==> config.mk <==
export PLATFORM = sky130hd
export DESIGN_NAME = ossc_top
export DESIGN_NICKNAME = d
export VERILOG_FILES = /design/src/design/ossc_pkg.sv /design/src/design/ossc_policy.sv /design/src/design/ossc_top.sv
export VERILOG_INCLUDE_DIRS = /design/src /design/src/design
export SDC_FILE = /design/constraint.sdc
export NUM_CORES = 1
export LEC_CHECK = 0
export CAP_MARGIN = 20
export CORE_ASPECT_RATIO = 0.7
export CORE_MARGIN = 3
export CORE_UTILIZATION = 29
export CTS_BUF_LIST = sky130_fd_sc_hd__clkbuf_4 sky130_fd_sc_hd__clkbuf_8
export DETAILED_ROUTE_END_ITERATION = 10
export DONT_BUFFER_PORTS = 1
export HOLD_SLACK_MARGIN = 0.02
export SYNTH_ARGS = -nofsm -noshare
export SYNTH_HDL_FRONTEND = slang
export SYNTH_SLANG_ARGS = --single-unit
==> constraint.sdc <==
create_clock -name clk -period 2.2 [get_ports clk]
set_clock_uncertainty 0.2 [all_clocks]
set_input_delay 0.66 -clock clk [delete_from_list [all_inputs] [get_ports clk]]
set_output_delay 0.66 -clock clk [all_outputs]
set_load 0.05 [all_outputs]
==> src/design/ossc_defs.svh <==
// register offsets, field positions, reset values and source codes for output source select
`ifndef OSSC_DEFS_SVH
`define OSSC_DEFS_SVH
`define OSSC_ADDR_SEL0      8'h1C
`define OSSC_ADDR_SPARE     8'h1D
`define OSSC_ADDR_SEL1      8'h1E
`define OSSC_RST_SEL0       8'h58
`define OSSC_RST_SPARE      8'h00
`define OSSC_RST_SEL1       8'h09
`define OSSC_CODE_MSB       7
`define OSSC_CODE_LSB       5
`define OSSC_PICK_BIT       4
`define OSSC_POL_MSB        3
`define OSSC_POL_LSB        2
// first output codes
`define OSSC_O0_MUTE        3'h0
`define OSSC_O0_CLK10       3'h1
`define OSSC_O0_RAW         3'h2
`define OSSC_O0_RETIMED     3'h4
// second output codes
`define OSSC_O1_RAW         3'h0
`define OSSC_O1_RETIMED     3'h1
`define OSSC_O1_VCO         3'h2
`define OSSC_O1_CLKSEL      3'h5
`define OSSC_O1_MUTE        3'h7
// pair policy codes
`define OSSC_POL_MUTE       2'h0
`define OSSC_POL_CLOCK      2'h1
`define OSSC_POL_RETIME     2'h2
`define OSSC_POL_RAW        2'h3
`endif

==> src/design/ossc_pkg.sv <==
// types shared by the output source select block
package ossc_pkg;
  typedef enum logic [5:0] {
    OSSC_SRC_MUTE    = 6'h01,
    OSSC_SRC_RAW     = 6'h02,
    OSSC_SRC_RETIMED = 6'h04,
    OSSC_SRC_VCO     = 6'h08,
    OSSC_SRC_VCO40   = 6'h10,
    OSSC_SRC_CLK10   = 6'h20
  } ossc_src_e;

  typedef struct packed {
    logic       wrEn;
    logic       rdEn;
    logic [7:0] addr;
    logic [7:0] wrData;
  } ossc_req_s;

  typedef struct packed {
    logic [2:0] firstCode;
    logic [2:0] secondCode;
  } ossc_codes_s;
endpackage : ossc_pkg

==> src/design/ossc_policy.sv <==
// combinational pair-policy decoder: lock state and rate to applied source codes
`timescale 1ns/1ps
`include "ossc_defs.svh"
module ossc_policy (
  input  wire logic [1:0]          policy,
  input  wire logic                cdrLocked,
  input  wire logic                rateAbove3g,
  output ossc_pkg::ossc_codes_s    codes
);
  always_comb begin
    codes = '{firstCode: `OSSC_O0_MUTE, secondCode: `OSSC_O1_MUTE};
    unique case (policy)
      `OSSC_POL_MUTE: begin
        codes = '{firstCode: `OSSC_O0_MUTE, secondCode: `OSSC_O1_MUTE};
      end
      `OSSC_POL_CLOCK: begin
        if (cdrLocked) begin
          codes.firstCode  = `OSSC_O0_RETIMED;
          codes.secondCode = rateAbove3g ? `OSSC_O1_CLKSEL : `OSSC_O1_VCO;
        end else begin
          codes = '{firstCode: `OSSC_O0_RAW, secondCode: `OSSC_O1_MUTE};
        end
      end
      `OSSC_POL_RETIME: begin
        if (cdrLocked) begin
          codes = '{firstCode: `OSSC_O0_RETIMED, secondCode: `OSSC_O1_RETIMED};
        end else begin
          codes = '{firstCode: `OSSC_O0_RAW, secondCode: `OSSC_O1_RAW};
        end
      end
      `OSSC_POL_RAW: begin
        codes = '{firstCode: `OSSC_O0_RAW, secondCode: `OSSC_O1_RAW};
      end
    endcase
  end
endmodule : ossc_policy

==> src/design/ossc_top.sv <==
// output source select control: registers, policy, override and applied sources
// Behaviour
// - first select field reads back the code applied to the first output
// - with mux override, first output follows its select code
// - with override and second code 101, pick bit chooses 10 MHz or VCO/40
// - with pin override, register policy field replaces the policy pin
// - policy 00 mutes both outputs regardless of lock
// - policy 01 locked gives retimed data first, recovered clock second
// - policy 01 locked clock is VCO up to 3G, VCO/40 above
// - policy 01 unlocked gives raw first, second muted
// - policy 10 retimed both when locked, raw both unlocked; default policy
// - policy 11 gives raw data on both outputs
// - second select field reads back the code applied to the second output
// - with mux override, second output follows its select code
// - second code 101 gives 10 MHz when pick is 0, VCO/40 when 1
`timescale 1ns/1ps
`include "ossc_defs.svh"
module ossc_top (
  input  wire logic                 clk,
  input  wire logic                 rst_n,
  input  wire ossc_pkg::ossc_req_s  req,
  input  wire logic                 policyPin0,
  input  wire logic                 policyPin1,
  input  wire logic                 muxOverride,
  input  wire logic                 pinOverride,
  input  wire logic                 cdrLocked,
  input  wire logic                 rateAbove3g,
  output ossc_pkg::ossc_src_e       firstSerialOutputSrc_q,
  output ossc_pkg::ossc_src_e       secondSerialOutputSrc_q,
  output logic [7:0]                rdData_q,
  output logic                      rdValid_q,
  output logic                      codeInvalid_q
);
  // stored register bytes; code fields hold the last written value
  logic [7:0]             sel0_q;
  logic [7:0]             sel0_d;
  logic [7:0]             spare_q;
  logic [7:0]             spare_d;
  logic [7:0]             sel1_q;
  logic [7:0]             sel1_d;
  logic [1:0]             policy;
  ossc_pkg::ossc_codes_s  polCodes;
  ossc_pkg::ossc_codes_s  applied;
  ossc_pkg::ossc_src_e    firstSrc_d;
  ossc_pkg::ossc_src_e    secondSrc_d;
  logic [7:0]             rdData_d;
  logic                   rdValid_d;
  logic                   codeInvalid_d;

  function automatic ossc_pkg::ossc_src_e firstSrc(input logic [2:0] code);
    unique case (code)
      `OSSC_O0_MUTE:    firstSrc = ossc_pkg::OSSC_SRC_MUTE;
      `OSSC_O0_CLK10:   firstSrc = ossc_pkg::OSSC_SRC_CLK10;
      `OSSC_O0_RAW:     firstSrc = ossc_pkg::OSSC_SRC_RAW;
      `OSSC_O0_RETIMED: firstSrc = ossc_pkg::OSSC_SRC_RETIMED;
      default:          firstSrc = ossc_pkg::OSSC_SRC_MUTE;
    endcase
  endfunction : firstSrc

  function automatic ossc_pkg::ossc_src_e secondSrc(input logic [2:0] code,
                                                    input logic       pick);
    unique case (code)
      `OSSC_O1_RAW:     secondSrc = ossc_pkg::OSSC_SRC_RAW;
      `OSSC_O1_RETIMED: secondSrc = ossc_pkg::OSSC_SRC_RETIMED;
      `OSSC_O1_VCO:     secondSrc = ossc_pkg::OSSC_SRC_VCO;
      `OSSC_O1_CLKSEL:  secondSrc = pick ? ossc_pkg::OSSC_SRC_VCO40 : ossc_pkg::OSSC_SRC_CLK10;
      `OSSC_O1_MUTE:    secondSrc = ossc_pkg::OSSC_SRC_MUTE;
      default:          secondSrc = ossc_pkg::OSSC_SRC_MUTE;
    endcase
  endfunction : secondSrc

  function automatic logic firstValid(input logic [2:0] code);
    firstValid = (code == `OSSC_O0_MUTE) || (code == `OSSC_O0_CLK10) ||
                 (code == `OSSC_O0_RAW) || (code == `OSSC_O0_RETIMED);
  endfunction : firstValid

  function automatic logic secondValid(input logic [2:0] code);
    secondValid = (code == `OSSC_O1_RAW) || (code == `OSSC_O1_RETIMED) ||
                  (code == `OSSC_O1_VCO) || (code == `OSSC_O1_CLKSEL) ||
                  (code == `OSSC_O1_MUTE);
  endfunction : secondValid

  assign policy = pinOverride ? sel0_q[`OSSC_POL_MSB:`OSSC_POL_LSB]
                              : {policyPin1, policyPin0};

  ossc_policy uPolicy (
    .policy      (policy),
    .cdrLocked   (cdrLocked),
    .rateAbove3g (rateAbove3g),
    .codes       (polCodes)
  );

  always_comb begin
    applied = polCodes;
    if (muxOverride) begin
      applied.firstCode  = sel0_q[`OSSC_CODE_MSB:`OSSC_CODE_LSB];
      applied.secondCode = sel1_q[`OSSC_CODE_MSB:`OSSC_CODE_LSB];
    end
  end

  // register writes; all bits writable, reserved bits simply store
  always_comb begin
    sel0_d  = sel0_q;
    spare_d = spare_q;
    sel1_d  = sel1_q;
    if (req.wrEn) begin
      unique case (req.addr)
        `OSSC_ADDR_SEL0:  sel0_d  = req.wrData;
        `OSSC_ADDR_SPARE: spare_d = req.wrData;
        `OSSC_ADDR_SEL1:  sel1_d  = req.wrData;
        default: ;
      endcase
    end
  end

  always_ff @(posedge clk) begin
    if (!rst_n) begin
      sel0_q  <= `OSSC_RST_SEL0;
      spare_q <= `OSSC_RST_SPARE;
      sel1_q  <= `OSSC_RST_SEL1;
    end else begin
      sel0_q  <= sel0_d;
      spare_q <= spare_d;
      sel1_q  <= sel1_d;
    end
  end

  // second clock from rate via pick
  // policy 01 above 3G lands on code 101 with pick forced to VCO/40
  always_comb begin
    firstSrc_d  = firstSrc(applied.firstCode);
    secondSrc_d = secondSrc(applied.secondCode,
                            muxOverride ? sel0_q[`OSSC_PICK_BIT] : 1'b1);
    // invalid codes are flagged and muted rather than left undefined
    codeInvalid_d = muxOverride &&
                    (!firstValid(applied.firstCode) || !secondValid(applied.secondCode));
  end

  // reads: code fields return the applied selection, other bits as stored
  always_comb begin
    rdValid_d = req.rdEn;
    rdData_d  = 8'h00;
    if (req.rdEn) begin
      unique case (req.addr)
        `OSSC_ADDR_SEL0:  rdData_d = {applied.firstCode, sel0_q[4:0]};
        `OSSC_ADDR_SPARE: rdData_d = spare_q;
        `OSSC_ADDR_SEL1:  rdData_d = {applied.secondCode, sel1_q[4:0]};
        default:          rdData_d = 8'h00;
      endcase
    end
  end

  always_ff @(posedge clk) begin
    if (!rst_n) begin
      firstSerialOutputSrc_q  <= ossc_pkg::OSSC_SRC_MUTE;
      secondSerialOutputSrc_q <= ossc_pkg::OSSC_SRC_MUTE;
      rdData_q                <= 8'h00;
      rdValid_q               <= 1'b0;
      codeInvalid_q           <= 1'b0;
    end else begin
      firstSerialOutputSrc_q  <= firstSrc_d;
      secondSerialOutputSrc_q <= secondSrc_d;
      rdData_q                <= rdData_d;
      rdValid_q               <= rdValid_d;
      codeInvalid_q           <= codeInvalid_d;
    end
  end

  // checks
  logic [1:0] effPol;
  assign effPol = pinOverride ? sel0_q[3:2] : {policyPin1, policyPin0};

  mute_both_a: assert property (@(posedge clk) disable iff (!rst_n)
    (!muxOverride && effPol == 2'h0) |=> firstSerialOutputSrc_q == ossc_pkg::OSSC_SRC_MUTE &&
      secondSerialOutputSrc_q == ossc_pkg::OSSC_SRC_MUTE)
    else $error("policy 00 did not mute both outputs");

  clock_locked_a: assert property (@(posedge clk) disable iff (!rst_n)
    (!muxOverride && effPol == 2'h1 && cdrLocked) |=>
      firstSerialOutputSrc_q == ossc_pkg::OSSC_SRC_RETIMED)
    else $error("policy 01 locked first output not retimed");

  clock_rate_a: assert property (@(posedge clk) disable iff (!rst_n)
    (!muxOverride && effPol == 2'h1 && cdrLocked) |=> secondSerialOutputSrc_q ==
      ($past(rateAbove3g) ? ossc_pkg::OSSC_SRC_VCO40 : ossc_pkg::OSSC_SRC_VCO))
    else $error("policy 01 second clock wrong for rate");

  clock_unlock_a: assert property (@(posedge clk) disable iff (!rst_n)
    (!muxOverride && effPol == 2'h1 && !cdrLocked) |=>
      firstSerialOutputSrc_q == ossc_pkg::OSSC_SRC_RAW &&
      secondSerialOutputSrc_q == ossc_pkg::OSSC_SRC_MUTE)
    else $error("policy 01 unlocked sources wrong");

  retime_pol_a: assert property (@(posedge clk) disable iff (!rst_n)
    (!muxOverride && effPol == 2'h2) |=> secondSerialOutputSrc_q ==
      ($past(cdrLocked) ? ossc_pkg::OSSC_SRC_RETIMED : ossc_pkg::OSSC_SRC_RAW))
    else $error("policy 10 second output wrong");

  raw_pol_a: assert property (@(posedge clk) disable iff (!rst_n)
    (!muxOverride && effPol == 2'h3) |=> firstSerialOutputSrc_q == ossc_pkg::OSSC_SRC_RAW &&
      secondSerialOutputSrc_q == ossc_pkg::OSSC_SRC_RAW)
    else $error("policy 11 not raw on both");

  override_first_a: assert property (@(posedge clk) disable iff (!rst_n)
    (muxOverride && sel0_q[7:5] == 3'h4) |=> firstSerialOutputSrc_q == ossc_pkg::OSSC_SRC_RETIMED)
    else $error("override first code 100 not retimed");

  override_pick_a: assert property (@(posedge clk) disable iff (!rst_n)
    (muxOverride && sel1_q[7:5] == 3'h5) |=> secondSerialOutputSrc_q ==
      ($past(sel0_q[4]) ? ossc_pkg::OSSC_SRC_VCO40 : ossc_pkg::OSSC_SRC_CLK10))
    else $error("code 101 clock pick wrong");

  readback_first_a: assert property (@(posedge clk) disable iff (!rst_n)
    (req.rdEn && req.addr == 8'h1C && !muxOverride) |=> rdData_q[7:5] ==
      $past(polCodes.firstCode))
    else $error("first field readback not applied code");

  readback_second_a: assert property (@(posedge clk) disable iff (!rst_n)
    (req.rdEn && req.addr == 8'h1E) |=> rdData_q[7:5] == ($past(muxOverride) ?
      $past(sel1_q[7:5]) : $past(polCodes.secondCode)))
    else $error("second field readback not applied code");

  readback_override_a: assert property (@(posedge clk) disable iff (!rst_n)
    (req.rdEn && req.addr == `OSSC_ADDR_SEL0 && muxOverride) |=>
      rdData_q[7:5] == $past(sel0_q[7:5]))
    else $error("first field readback under override not written code");

  read_valid_a: assert property (@(posedge clk) disable iff (!rst_n)
    req.rdEn |=> rdValid_q)
    else $error("read not answered one cycle later");

  retime_first_a: assert property (@(posedge clk) disable iff (!rst_n)
    (!muxOverride && effPol == `OSSC_POL_RETIME) |=> firstSerialOutputSrc_q ==
      ($past(cdrLocked) ? ossc_pkg::OSSC_SRC_RETIMED : ossc_pkg::OSSC_SRC_RAW))
    else $error("policy 10 first output wrong");

  // register policy 00 must win over the pins whenever the pin override is set and the mux override is clear
  pin_policy_a: assert property (@(posedge clk) disable iff (!rst_n)
    (pinOverride && !muxOverride && sel0_q[3:2] == `OSSC_POL_MUTE) |=>
      firstSerialOutputSrc_q == ossc_pkg::OSSC_SRC_MUTE &&
      secondSerialOutputSrc_q == ossc_pkg::OSSC_SRC_MUTE)
    else $error("register policy 00 did not replace the pins");

  pin_follow_a: assert property (@(posedge clk) disable iff (!rst_n)
    (!pinOverride && !muxOverride && {policyPin1, policyPin0} == `OSSC_POL_RAW) |=>
      firstSerialOutputSrc_q == ossc_pkg::OSSC_SRC_RAW &&
      secondSerialOutputSrc_q == ossc_pkg::OSSC_SRC_RAW)
    else $error("pin policy 11 not followed");

  // override path: every documented code except first 100 and second 101 (checked above) lands on its own source
  override_mute_first_a: assert property (@(posedge clk) disable iff (!rst_n)
    (muxOverride && sel0_q[7:5] == `OSSC_O0_MUTE) |=>
      firstSerialOutputSrc_q == ossc_pkg::OSSC_SRC_MUTE)
    else $error("override first code 000 not muted");

  override_clk10_first_a: assert property (@(posedge clk) disable iff (!rst_n)
    (muxOverride && sel0_q[7:5] == `OSSC_O0_CLK10) |=>
      firstSerialOutputSrc_q == ossc_pkg::OSSC_SRC_CLK10)
    else $error("override first code 001 not 10 MHz clock");

  override_raw_first_a: assert property (@(posedge clk) disable iff (!rst_n)
    (muxOverride && sel0_q[7:5] == `OSSC_O0_RAW) |=>
      firstSerialOutputSrc_q == ossc_pkg::OSSC_SRC_RAW)
    else $error("override first code 010 not raw");

  override_raw_second_a: assert property (@(posedge clk) disable iff (!rst_n)
    (muxOverride && sel1_q[7:5] == `OSSC_O1_RAW) |=>
      secondSerialOutputSrc_q == ossc_pkg::OSSC_SRC_RAW)
    else $error("override second code 000 not raw");

  override_retimed_second_a: assert property (@(posedge clk) disable iff (!rst_n)
    (muxOverride && sel1_q[7:5] == `OSSC_O1_RETIMED) |=>
      secondSerialOutputSrc_q == ossc_pkg::OSSC_SRC_RETIMED)
    else $error("override second code 001 not retimed");

  override_vco_a: assert property (@(posedge clk) disable iff (!rst_n)
    (muxOverride && sel1_q[7:5] == `OSSC_O1_VCO) |=>
      secondSerialOutputSrc_q == ossc_pkg::OSSC_SRC_VCO)
    else $error("override second code 010 not full rate clock");

  override_mute_second_a: assert property (@(posedge clk) disable iff (!rst_n)
    (muxOverride && sel1_q[7:5] == `OSSC_O1_MUTE) |=>
      secondSerialOutputSrc_q == ossc_pkg::OSSC_SRC_MUTE)
    else $error("override second code 111 not muted");

  cov_locked_c: cover property (@(posedge clk) disable iff (!rst_n)
    !muxOverride && effPol == 2'h1 && cdrLocked && rateAbove3g);
  cov_override_c: cover property (@(posedge clk) disable iff (!rst_n)
    muxOverride && sel1_q[7:5] == 3'h5 && sel0_q[4]);
  cov_unlock_c: cover property (@(posedge clk) disable iff (!rst_n)
    !muxOverride && effPol == 2'h2 && !cdrLocked);
  cov_pin_mute_c: cover property (@(posedge clk) disable iff (!rst_n)
    pinOverride && !muxOverride && sel0_q[3:2] == `OSSC_POL_MUTE);
  cov_pins_raw_c: cover property (@(posedge clk) disable iff (!rst_n)
    !pinOverride && !muxOverride && {policyPin1, policyPin0} == `OSSC_POL_RAW);
endmodule : ossc_top

==> results.yml <==
synthesis:
  avgSynthCellArea_um2: 9.63
  synth_seq_area_share_pct: 46.0
  yosys_warnings: 0
  synth_area_leaders: "dfxtp_1, mux2i_1, nor2b_1, nand2_1, nor2_1"
  ys.flop_type: "dfxtp_1"
  yosys.area.top_type: "dfxtp_1"
  synth_cell_types: 39
  synth_seq_cells: 44
  synth_top_area_share_pct: 46.0
  async_flop_share_pct: 0
  syn_area_mm2: 0.00192
  synth_most_common_cell: "dfxtp_1"
  synth.top_cells.by_count: "dfxtp_1, mux2i_1, nor2b_1"
  syn_inst: 199
  synth_edf_count: 0
setup_path:
  cp-start-kind: "flop"
  crit_slowest_cell: "dfxtp_1"
  required_ns: 2.17
  crit_path_end_kind: "flop"
  critPathTopFamily: "compound AO/OA/AOI/OAI gates"
  path_max_fanout: 6
  crit_path_max_incr_delay_ns: 0.47
  path_cells: "mux2i_1 > a2111oi_4 > a21oi_2 > a221oi_2 > a211oi_1"
  critPathBufInv: 0
  crit_type: "flop to flop"
  worstPathArrival_ns: 1.84
final_layout:
  area_growth_pct: 11.6
  antenna_cells: 0
  postLayoutCellArea_mm2: 0.00214
  drive_gt1_share_pct: 12.7
  nNetsFinal: 229
timing:
  slew_violations: 0
  fmax_mhz: 536
  setup_violations: 0
  min_period_ns: 1.87
  fin_worst_hold_slack_ns: 0.220
  tns_ns: 0
  rsz0062_at_grt: "no"
  hold_violations: 0
  fin_crit_sh_pct: 84.8
  final.setup.worst_slack_ns: 0.334
global_routing:
  antenna_found_initial: 0
  grt_use_total_pct: 11.7
  grt_overflow: 0
  grt_pass1_wl_um: 6910
  grt_pass1_vias: 1324
  grt_max_degree: 35
placed_design:
  place_congestion: 0.763
  post_dp_cell_area_mm2: 0.00202
  dpl_worst_slack_ns: 0.0716
  portBuffers: 0
  dp_hpwl_um: 3050
route:
  drcViolationCount: 0
  vias: 1363
  via_per_inst: 4.83
  drtPass1Iterations: 4
  post_drt_wl_per_cell_um: 14.6
  dr.first_iter.drc_count: 84
  routed_wl_um: 4120
  final_antenna_net_count: 0
power_and_ir_drop:
  ir_worst_vdd_mv: 0.204
  finalPower_mw: 1.57
  leakage_nw: 0.850
  cellPowerDensity_mw_per_mm2: 733
clock_tree:
  clk_latency_ns: 0.31
  cts_inserted_buffers: 5
  cts_resized: 0
  path_clk_slew_ns: 0.10
  cts_tree: "built"
  clkSinkCount: 44
  clockBufferDepth: 2
  cts_max_level: 2
  cts_root_buffer: "clkbuf_8"
  post_cts_buffers: 0
  ctsHoldBuffers: 0
floorplanning:
  fp.dieW_um: 103
  die-area_mm2: 0.00763
  num_io_pins: 48
  start_util_pct: 30.4
  die_height_um: 74
  coreArea_mm2: 0.00631
  num_rows: 24
min_path:
  hp-class: "input port to flop"
status:
  status: "finished, final reports clean"
run:
  maxCapViolations: 0
cell type report:
type | count | area (um2)
Multi-Input combinational cell | 143 | 985
Sequential cell | 44 | 881
Inverter | 2 | 7.51
Tap cell | 78 | 97.6
Fill cell | 643 | 4170
Timing Repair Buffer | 7 | 52.6
Clock inverter | 3 | 46.3
Clock buffer | 5 | 68.8
registers in the layout, indices dropped and copies added (netlist names):
signal / cells
secondSerialOutputSrc_q: 6
sel1_q: 8
spare_q: 8
rdData_q: 8
sel0_q: 8
codeInvalid_q: 1
rdValid_q: 1
firstSerialOutputSrc_q: 4
power breakdown:
group	leakage (nW)	total, mW	internal [mW]	switching, mW
registers	0.356	0.846	0.806	0.0396
clock network	0.0548	0.635	0.342	0.293
logic	0.439	0.0859	0.0417	0.0442
total	0.850	1.57	1.19	0.377
final timing paths:
path         cells after the start  startpoint  slack [ns]                    endpoint
max                              5   sel0_q[3]        0.33                 rdData_q[5]
min                              1       rst_n        0.22                   sel1_q[3]
max reg2reg                      5   sel0_q[3]        0.33                 rdData_q[5]
min reg2reg                      1   sel0_q[4]        0.27  secondSerialOutputSrc_q[5]
logic make-up (layout without fill, tap and decap cells):
logic type	Yosys count	after routing	synth area share [%]
buf+inv	13	17	3.13
mux	29	29	15.2
other cells	1	2	0.196
flops	44	44	46.0
simple gates	85	85	24.7
compound gates	26	26	10.4
xor+xnor	1	1	0.457
worst register-to-register path: cells and delay by family (launching register included):
family,cells,cell delay (ns)
AOI/OAI and AO/OA,4,0.88
muxes,1,0.20
DFF,1,0.47
metal layers:
layer	vias to the layer above	share of wire (%)	track usage [%]
li1	692	-	-
met1	628	48	16.3
met2	33	41	16.1
met3	10	8.4	5.34
met4	0	1.7	3.88
met5	-	0	0
layout by cell type, fill, tap and decap left out, types with 2 or more instances in the layout:
cell and count:
a31oi_1 4, nand3_1 5, nand2_1 21, nor2_1 16
a21oi_2 2, nand4b_1 2, nor3b_1 2, a21oi_1 8
and3_1 2, nand2b_1 2, nor3_2 2, clkbuf_8 5
conb_1 2, inv_1 2, buf_4 7, o211ai_1 2
dfxtp_1 44, o21ai_0 3, nor2b_1 23, nor3_1 2
mux2i_1 29
metrics by stage:
| step | utilization, % | instances |
|---|---|---|
| finish | 33.9 | 282 |
| global route | 33.9 | 282 |
| CTS | 33.9 | 282 |
| detailed placement | 32.1 | 274 |
| global placement | 32.1 | 274 |
| floorplan | - | 200 |
Power figures use the tool's default switching activity.
